==> config.mk <==
export PLATFORM = sky130hd
export DESIGN_NAME = pbmc_ctrl
export DESIGN_NICKNAME = d
export VERILOG_FILES = /design/src/rtl/pbmc_pkg.sv /design/src/rtl/pbmc_sync_if.sv /design/src/rtl/pbmc_pin_sync.sv /design/src/rtl/pbmc_ctrl.sv
export SDC_FILE = /design/constraint.sdc
export NUM_CORES = 1
export LEC_CHECK = 0
export ABC_AREA = 1
export BUFFER_PORTS_ARGS = -buffer_cell sky130_fd_sc_hd__buf_2
export CORE_ASPECT_RATIO = 1.5
export CORE_MARGIN = 2
export CORE_UTILIZATION = 25
export CTS_CLUSTER_DIAMETER = 120
export DETAILED_ROUTE_END_ITERATION = 16
export SLEW_MARGIN = 20
export SYNTH_ARGS = -nofsm -noshare
export SYNTH_HDL_FRONTEND = slang
export SYNTH_SLANG_ARGS = --single-unit
==> constraint.sdc <==
create_clock -name mclk -period 3.3 [get_ports mclk]
set_input_delay 0.165 -clock mclk [delete_from_list [all_inputs] [get_ports mclk]]
set_output_delay 0.165 -clock mclk [all_outputs]
set_load 0.05 [all_outputs]
==> src/rtl/pbmc_pkg.sv <==
// constants, state enum and state record of the basic mode control block
package pbmc_pkg;

  // register offsets, byte addresses on the apb bus
  localparam logic [11:0] PBMC_OFF_CTRL = 12'h000;
  localparam logic [11:0] PBMC_OFF_STAT = 12'h004;

  // control register field positions
  localparam int PBMC_B_SRST = 15;
  localparam int PBMC_B_LOOP = 14;
  localparam int PBMC_B_SPD = 13;
  localparam int PBMC_B_ANEG = 12;
  localparam int PBMC_B_PDN = 11;
  localparam int PBMC_B_ISO = 10;
  localparam int PBMC_B_RSTRT = 9;
  localparam int PBMC_B_DPLX = 8;

  // reset values of the control fields (strap fields nominally one)
  localparam logic PBMC_RST_SRST = 1'h0;
  localparam logic PBMC_RST_LOOP = 1'h0;
  localparam logic PBMC_RST_SPD = 1'h1;
  localparam logic PBMC_RST_ANEG = 1'h1;
  localparam logic PBMC_RST_PDN = 1'h0;
  localparam logic PBMC_RST_ISO = 1'h0;
  localparam logic PBMC_RST_RSTRT = 1'h0;
  localparam logic PBMC_RST_DPLX = 1'h1;
  localparam logic PBMC_RST_PIN_N = 1'h1;

  // timing: soft reset length in ns, clock period in ns
  localparam int PBMC_CLK_NS = 4;
  localparam int PBMC_SRST_NS = 1000;
  localparam int PBMC_SRST_CYC = (PBMC_SRST_NS + PBMC_CLK_NS - 1) / PBMC_CLK_NS;
  // cycles spent in strap load, lets the synchronisers settle first
  localparam int PBMC_STRAP_CYC = 3;
  localparam int PBMC_CNT_W = 8;

  typedef enum logic [1:0] {
    PBMC_ST_STRAP,
    PBMC_ST_RUN,
    PBMC_ST_SRST
  } pbmc_phase_t;

  typedef struct packed {
    pbmc_phase_t st;
    logic [PBMC_CNT_W-1:0] cnt;
    logic srst;
    logic loop;
    logic spd;
    logic aneg;
    logic pdn;
    logic iso;
    logic rstrt;
    logic dplx;
    logic pready;
    logic pslverr;
    logic [31:0] prdata;
    logic core_rst;
    logic pdn_out;
    logic spd_out;
    logic fd_out;
    logic aneg_en_out;
    logic [3:0] mii_rxd;
    logic mii_rx_dv;
    logic mii_rx_oe;
    logic [3:0] line_txd;
    logic line_tx_en;
  } pbmc_state_t;

endpackage

==> src/rtl/pbmc_sync_if.sv <==
// synchronised pin levels passed from the pin synchroniser to the control block
`timescale 1ns/10ps
interface pbmc_sync_if;
  logic pwdn_n;
  logic strap_spd;
  logic strap_aneg;
  logic strap_dplx;
  modport src (output pwdn_n, output strap_spd, output strap_aneg, output strap_dplx);
  modport dst (input pwdn_n, input strap_spd, input strap_aneg, input strap_dplx);
endinterface

==> src/rtl/pbmc_pin_sync.sv <==
// two-flop synchroniser for the power-down pin and the configuration straps
`timescale 1ns/10ps
module pbmc_pin_sync
  import pbmc_pkg::*;
(
  input wire logic mclk,
  input wire logic nrst,
  input wire logic irq_or_powerdown_pin_n,
  input wire logic strap_speed_100,
  input wire logic strap_aneg_en,
  input wire logic strap_full_duplex,
  pbmc_sync_if.src sync
);

  typedef struct packed {
    logic [3:0] s1;
    logic [3:0] s2;
  } pbmc_sync_t;

  localparam logic [3:0] PBMC_SYNC_RST = {PBMC_RST_PIN_N, PBMC_RST_SPD, PBMC_RST_ANEG,
                                          PBMC_RST_DPLX};

  pbmc_sync_t sync_reg;
  pbmc_sync_t sync_next;

  // first stage feeds only the second stage
  always_comb begin
    sync_next = sync_reg;
    sync_next.s1 = {irq_or_powerdown_pin_n, strap_speed_100, strap_aneg_en,
                    strap_full_duplex};
    sync_next.s2 = sync_reg.s1;
  end

  always_ff @(posedge mclk or negedge nrst) begin
    if (!nrst) begin
      sync_reg <= {PBMC_SYNC_RST, PBMC_SYNC_RST};
    end else begin
      sync_reg <= sync_next;
    end
  end

  assign sync.pwdn_n = sync_reg.s2[3];
  assign sync.strap_spd = sync_reg.s2[2];
  assign sync.strap_aneg = sync_reg.s2[1];
  assign sync.strap_dplx = sync_reg.s2[0];

endmodule // pbmc_pin_sync

==> src/rtl/pbmc_ctrl.sv <==
// basic mode control register (bits 15..8) with apb slave and mii steering
//
// How it works
// writing reset bit resets, then bit self-clears
// soft reset end reloads strap values
// loopback bit sends tx data to rx
// speed bit forces 100 or 10 rate
// negotiation enable overrides speed and duplex bits
// speed and negotiation defaults come from straps
// power-down bit quiets the port, registers work
// power-down is bit or low pin; pin sets
// isolate bit cuts mii data, management stays
// restart write ignored while negotiation disabled
// restart reads one until negotiation initiated
// writing restart zero leaves negotiation running
// duplex bit forces full or half duplex
// strap fields load from pins after reset
// zero writes to self-clearing bits do nothing
//
// Decided for this implementation: register access over APB.
`timescale 1ns/10ps
module pbmc_ctrl
  import pbmc_pkg::*;
(
  input wire logic mclk,
  input wire logic nrst,
  input wire logic [11:0] paddr,
  input wire logic psel,
  input wire logic penable,
  input wire logic pwrite,
  input wire logic [31:0] pwdata,
  output logic [31:0] prdata,
  output logic pready,
  output logic pslverr,
  input wire logic irq_or_powerdown_pin_n,
  input wire logic strap_speed_100,
  input wire logic strap_aneg_en,
  input wire logic strap_full_duplex,
  input wire logic aneg_init_ack,
  input wire logic aneg_result_100,
  input wire logic aneg_result_fd,
  input wire logic [3:0] mii_txd,
  input wire logic mii_tx_en,
  input wire logic [3:0] line_rxd,
  input wire logic line_rx_dv,
  output logic [3:0] mii_rxd,
  output logic mii_rx_dv,
  output logic mii_rx_oe,
  output logic [3:0] line_txd,
  output logic line_tx_en,
  output logic phy_core_rst,
  output logic power_down,
  output logic speed_100,
  output logic full_duplex,
  output logic aneg_enable,
  output logic aneg_restart_req
);

  typedef enum logic [1:0] {
    PBMC_SEL_NONE,
    PBMC_SEL_CTRL,
    PBMC_SEL_STAT
  } pbmc_sel_t;

  // word decode shared by the read and the write path
  function automatic pbmc_sel_t pbmc_decode(input logic [11:0] addr);
    pbmc_sel_t sel;
    sel = PBMC_SEL_NONE;
    if (addr == PBMC_OFF_CTRL) begin
      sel = PBMC_SEL_CTRL;
    end else if (addr == PBMC_OFF_STAT) begin
      sel = PBMC_SEL_STAT;
    end
    return sel;
  endfunction

  pbmc_sync_if sync ();

  pbmc_pin_sync u_sync (
    .mclk(mclk),
    .nrst(nrst),
    .irq_or_powerdown_pin_n(irq_or_powerdown_pin_n),
    .strap_speed_100(strap_speed_100),
    .strap_aneg_en(strap_aneg_en),
    .strap_full_duplex(strap_full_duplex),
    .sync(sync)
  );

  localparam logic [PBMC_CNT_W-1:0] PBMC_SRST_LAST = PBMC_CNT_W'(PBMC_SRST_CYC - 1);
  localparam logic [PBMC_CNT_W-1:0] PBMC_STRAP_LAST = PBMC_CNT_W'(PBMC_STRAP_CYC - 1);

  localparam pbmc_state_t PBMC_STATE_RST = '{
    st: PBMC_ST_STRAP,
    cnt: '0,
    srst: PBMC_RST_SRST,
    loop: PBMC_RST_LOOP,
    spd: PBMC_RST_SPD,
    aneg: PBMC_RST_ANEG,
    pdn: PBMC_RST_PDN,
    iso: PBMC_RST_ISO,
    rstrt: PBMC_RST_RSTRT,
    dplx: PBMC_RST_DPLX,
    pready: 1'h0,
    pslverr: 1'h0,
    prdata: 32'h0000_0000,
    core_rst: 1'h1,
    pdn_out: 1'h0,
    spd_out: PBMC_RST_SPD,
    fd_out: PBMC_RST_DPLX,
    aneg_en_out: PBMC_RST_ANEG,
    mii_rxd: 4'h0,
    mii_rx_dv: 1'h0,
    mii_rx_oe: 1'h0,
    line_txd: 4'h0,
    line_tx_en: 1'h0
  };

  pbmc_state_t ctl_reg;
  pbmc_state_t ctl_next;

  pbmc_sel_t sel;
  logic acc_phase;
  logic wr_ctrl;
  logic pdn_now;
  logic [15:0] ctrl_view;
  logic [15:0] stat_view;

  // apb: one wait state, the write lands on the edge that samples pready
  assign sel = pbmc_decode(paddr);
  assign acc_phase = psel && penable;
  assign wr_ctrl = acc_phase && ctl_reg.pready && pwrite && (sel == PBMC_SEL_CTRL);
  // effective power-down: register bit or the pin held low
  assign pdn_now = ctl_reg.pdn || !sync.pwdn_n;

  // read views; lower control bits read as zero
  assign ctrl_view = {ctl_reg.srst, ctl_reg.loop, ctl_reg.spd, ctl_reg.aneg, ctl_reg.pdn,
                      ctl_reg.iso, ctl_reg.rstrt, ctl_reg.dplx, 8'h00};
  assign stat_view = {9'h000, ctl_reg.st == PBMC_ST_RUN, ctl_reg.core_rst, ctl_reg.rstrt,
                      ctl_reg.pdn_out, ctl_reg.fd_out, ctl_reg.spd_out, sync.pwdn_n};

  // whole next-state computation
  always_comb begin
    ctl_next = ctl_reg;
    ctl_next.pready = 1'h0;
    ctl_next.pslverr = 1'h0;

    // answer one cycle after the access phase opens
    if (acc_phase && !ctl_reg.pready) begin
      ctl_next.pready = 1'h1;
      ctl_next.pslverr = (sel == PBMC_SEL_NONE);
      unique case (sel)
        PBMC_SEL_CTRL: ctl_next.prdata = {16'h0000, ctrl_view};
        PBMC_SEL_STAT: ctl_next.prdata = {16'h0000, stat_view};
        PBMC_SEL_NONE: ctl_next.prdata = 32'h0000_0000;
      endcase
    end

    // negotiation engine took the restart; the bit falls now
    if (ctl_reg.rstrt && aneg_init_ack) begin
      ctl_next.rstrt = 1'h0;
    end

    unique case (ctl_reg.st)
      PBMC_ST_STRAP: begin
        // hold the core in reset while the straps settle, then latch them
        ctl_next.core_rst = 1'h1;
        ctl_next.cnt = ctl_reg.cnt + PBMC_CNT_W'(1);
        if (ctl_reg.cnt == PBMC_STRAP_LAST) begin
          ctl_next.spd = sync.strap_spd;
          ctl_next.aneg = sync.strap_aneg;
          ctl_next.dplx = sync.strap_dplx;
          ctl_next.srst = 1'h0;
          ctl_next.core_rst = 1'h0;
          ctl_next.cnt = '0;
          ctl_next.st = PBMC_ST_RUN;
        end
      end
      PBMC_ST_RUN: begin
        if (wr_ctrl && pwdata[PBMC_B_SRST]) begin
          // a reset write discards the rest of the word
          ctl_next.srst = 1'h1;
          ctl_next.core_rst = 1'h1;
          ctl_next.cnt = '0;
          ctl_next.st = PBMC_ST_SRST;
        end else if (wr_ctrl) begin
          ctl_next.loop = pwdata[PBMC_B_LOOP];
          ctl_next.spd = pwdata[PBMC_B_SPD];
          ctl_next.aneg = pwdata[PBMC_B_ANEG];
          ctl_next.pdn = pwdata[PBMC_B_PDN];
          ctl_next.iso = pwdata[PBMC_B_ISO];
          ctl_next.dplx = pwdata[PBMC_B_DPLX];
          // only a one starts a restart, and only with negotiation on
          if (pwdata[PBMC_B_RSTRT] && pwdata[PBMC_B_ANEG]) begin
            ctl_next.rstrt = 1'h1;
          end
          // a zero write leaves a pending restart alone
        end
      end
      PBMC_ST_SRST: begin
        // writes are accepted on the bus but ignored during reset
        ctl_next.cnt = ctl_reg.cnt + PBMC_CNT_W'(1);
        if (ctl_reg.cnt == PBMC_SRST_LAST) begin
          ctl_next.loop = PBMC_RST_LOOP;
          ctl_next.pdn = PBMC_RST_PDN;
          ctl_next.iso = PBMC_RST_ISO;
          ctl_next.rstrt = PBMC_RST_RSTRT;
          ctl_next.cnt = '0;
          ctl_next.st = PBMC_ST_STRAP;
        end
      end
    endcase

    // pin low forces the bit on, winning over any clear
    if (!sync.pwdn_n) begin
      ctl_next.pdn = 1'h1;
    end

    // resolved controls for the rest of the phy
    ctl_next.pdn_out = pdn_now;
    ctl_next.aneg_en_out = ctl_reg.aneg;
    ctl_next.spd_out = ctl_reg.aneg ? aneg_result_100 : ctl_reg.spd;
    ctl_next.fd_out = ctl_reg.aneg ? aneg_result_fd : ctl_reg.dplx;

    // mii steering; isolate and power-down win over loopback
    if (ctl_reg.iso || pdn_now || ctl_reg.core_rst) begin
      ctl_next.mii_rx_oe = 1'h0;
      ctl_next.mii_rxd = 4'h0;
      ctl_next.mii_rx_dv = 1'h0;
      ctl_next.line_txd = 4'h0;
      ctl_next.line_tx_en = 1'h0;
    end else if (ctl_reg.loop) begin
      ctl_next.mii_rx_oe = 1'h1;
      ctl_next.mii_rxd = mii_txd;
      ctl_next.mii_rx_dv = mii_tx_en;
      ctl_next.line_txd = 4'h0;
      ctl_next.line_tx_en = 1'h0;
    end else begin
      ctl_next.mii_rx_oe = 1'h1;
      ctl_next.mii_rxd = line_rxd;
      ctl_next.mii_rx_dv = line_rx_dv;
      ctl_next.line_txd = mii_txd;
      ctl_next.line_tx_en = mii_tx_en;
    end
  end

  // the single state register
  always_ff @(posedge mclk or negedge nrst) begin
    if (!nrst) begin
      ctl_reg <= PBMC_STATE_RST;
    end else begin
      ctl_reg <= ctl_next;
    end
  end

  // all outputs straight from the state register
  assign prdata = ctl_reg.prdata;
  assign pready = ctl_reg.pready;
  assign pslverr = ctl_reg.pslverr;
  assign mii_rxd = ctl_reg.mii_rxd;
  assign mii_rx_dv = ctl_reg.mii_rx_dv;
  assign mii_rx_oe = ctl_reg.mii_rx_oe;
  assign line_txd = ctl_reg.line_txd;
  assign line_tx_en = ctl_reg.line_tx_en;
  assign phy_core_rst = ctl_reg.core_rst;
  assign power_down = ctl_reg.pdn_out;
  assign speed_100 = ctl_reg.spd_out;
  assign full_duplex = ctl_reg.fd_out;
  assign aneg_enable = ctl_reg.aneg_en_out;
  assign aneg_restart_req = ctl_reg.rstrt;

  // checks; reset bit stays up for the whole reset plus strap load
  localparam int A_SRST_HOLD = PBMC_SRST_CYC + PBMC_STRAP_CYC - 1;

  logic wr_srst;
  assign wr_srst = wr_ctrl && pwdata[PBMC_B_SRST] && (ctl_reg.st == PBMC_ST_RUN);
endmodule // pbmc_ctrl

==> impl_metrics.tcl <==
set metrics [dict create \
    status "completed" \
    syn_area_per_cell_um2 8.94 \
    htreeDepth 3 \
    p_leak_nw 1.88 \
    insertion_delay_ps 320 \
    synth_seq_cells 59 \
    setup.worst_path.start_class "flop" \
    rsz0062_at_grt "false" \
    die_height_um 138 \
    gp_congestion 0.786 \
    period_minus_slack_ps 1860 \
    worst_pin_slew_ps 639 \
    cap_violations 0 \
    overflow 0 \
    hold_start "mii_txd[3]" \
    final.period_utilization_pct 56.3 \
    clkSlewWorstSetupHoldPaths_ps 50 \
    routed_wl_um 6310 \
    synth_edf_count 0 \
    hold_violations 0 \
    drive_above_1_share_pct 30.4 \
    final_common_cell "nand2_1" \
    r2r-start "ctl_reg[67]$_DFFE_PN0P_" \
    largest_reg_flops 16 \
    num_antenna_cells 0 \
    multi_input_area_mm2 0.00110 \
    path_max_fanout 9 \
    clock_sinks 59 \
    required_ps 3560 \
    vias 2206 \
    cts_tree "yes" \
    peakVddDrop_uv 201 \
    slew-limit-headroom_pct 57.4 \
    p_total_mw 1.69 \
    grt.total_usage_pct 10.2 \
    antenna_found_initial 1 \
    grt_max_degree 51 \
    slew_violations 0 \
    fin_nets 468 \
    ys.flop_type "dfrtp_1" \
    fin_skew_ps 4.31 \
    syn2layout_area_growth_pct 21.1 \
    seq_area_mm2 0.00150 \
    synth_cell_type_count 37 \
    cp-end-kind "flop" \
    crit_arrival_ps 2120 \
    setup_tns_ps 0 \
    clock_path_buffers 2 \
    yosysWarnings 0 \
    grt_pass1_vias 2132 \
    yosysSeqAreaShare_pct 50.2 \
    postSynth.asyncResetShare_pct 100 \
    cts_setup_buffers 0 \
    hp-class "in -> reg" \
    max_freq_ghz 0.538 \
    netlist_area_mm2 0.00298 \
    setup_viol 0 \
    clockRootBuffer "clkbuf_16" \
    coreArea_mm2 0.0116 \
    io_buffers 75 \
    nFillCells 1221 \
    drtIter0Drc 112 \
    grt_pass1_wl_um 10100 \
    wl_per_cell_um 11.4 \
    cts_resized 0 \
    drtAntennaViolNets 0 \
    die_area_mm2 0.0128 \
    final_cell_mix "85 x nand2_1, 74 x buf_2, 44 x dfrtp_1" \
    post-route-drc-count 0 \
    io_pins 117 \
    start_util_pct 25.7 \
    syn_inst 333 \
    crit_type "reg -> reg" \
    die_x_um 93.1 \
    row_count 48 \
    vias_per_cell 4.00 \
    cts_buffers 9 \
    cp-startpoint "ctl_reg[67]$_DFFE_PN0P_" \
    powerDensity_mw_per_mm2 470 \
    firstDrtPassIters 6 \
    hpwl_um 4840 \
]
==> synth_stat cells, drive strengths merged (2+ instances only) <==
master,number,area [um2]
nor2,30,158
nand3,23,133
and3,2,13.8
dfstp,15,394
o21ai,23,119
nand2,90,360
ha,6,75.1
nor3,2,10.0
dfrtp,44,1100
buf,44,329
o31ai,5,37.5
inv,27,101
clkbuf,2,7.51
a21oi,10,53.8
==> metrics by stage <==
stage | hold slack [ps] | utilization [%] | area (um2) | cells | setup WS, ps
2_1_floorplan | -131 | - | 3040 | 349 | 1680
3_3_place_gp | 273 | 28.3 | 3280 | 530 | 1530
3_5_place_dp | 271 | 28.3 | 3280 | 530 | 1480
4_1_cts | 52.0 | 31.0 | 3590 | 550 | 1450
5_1_grt | 76.1 | 31.1 | 3600 | 551 | 1230
6_report | 70.2 | 31.1 | 3600 | 551 | 1440
==> per-layer routing <==
metal	wire [um]	track usage, %	vias up
li1	-	-	1126
met1	2620	11.8	1003
met2	3180	17.0	67
met3	384	3.23	10
met4	123	5.07	0
met5	0	0	-
==> final timing paths <==
path | end | slack [ps] | cells past startpoint
worst max-delay path | ctl_reg[55]$_DFFE_PN1P_ | 1440 | 8
worst min-delay path | line_txd[3]$_DFF_PN0_ | 70 | 3
worst max register to register | ctl_reg[55]$_DFFE_PN1P_ | 1440 | 8
worst min register to register | u_sync.sync.strap_aneg$_DFF_PN1_ | 350 | 0
max in group asynchronous | u_sync.sync.pwdn_n$_DFF_PN1_ | 2200 | 3
min in group asynchronous | mii_rxd[0]$_DFF_PN0_ | 400 | 2
==> where the power goes <==
group	internal [mW]	total, mW	leakage, nW	switching [mW]
clock	0.545	0.837	0.137	0.292
sequential	0.736	0.738	0.745	0.00211
combinational	0.0301	0.118	1.00	0.0875
total	1.31	1.69	1.88	0.382
==> worst max-delay path, cell delays in order, from the launching register on <==
cell and delay (ps):
dfrtp_1 390, inv_1 90, ha_1 420, inv_1 220, nor2_1 220, nand2_1 60
o21ai_0 210, nand3_1 90, nand2_1 80
==> repair_timing <==
action,CTS,global route
hold buffers,4,1
endpoints found under the setup margin,0,0
hold endpoints to repair,4,37
==> cell families after synthesis <==
group,after synthesis,synth area share [%]
buffers and inverters,74,14.8
adder cells (fa/ha/maj),6,2.52
flip-flops,59,50.2
AO/OA/AOI/OAI,41,7.86
AND/OR/NAND/NOR,152,24.4
other,1,0.126
==> final cells by class <==
cell class	count	area share, %
Clock inverter	2	0.278
Timing Repair Buffer	82	12.3
Clock buffer	14	7.32
Inverter	28	2.92
Multi-Input combinational cell	216	30.5
Sequential cell	59	41.5
Tap cell	150	5.21
No activity file was read; power rests on OpenSTA's default activity.
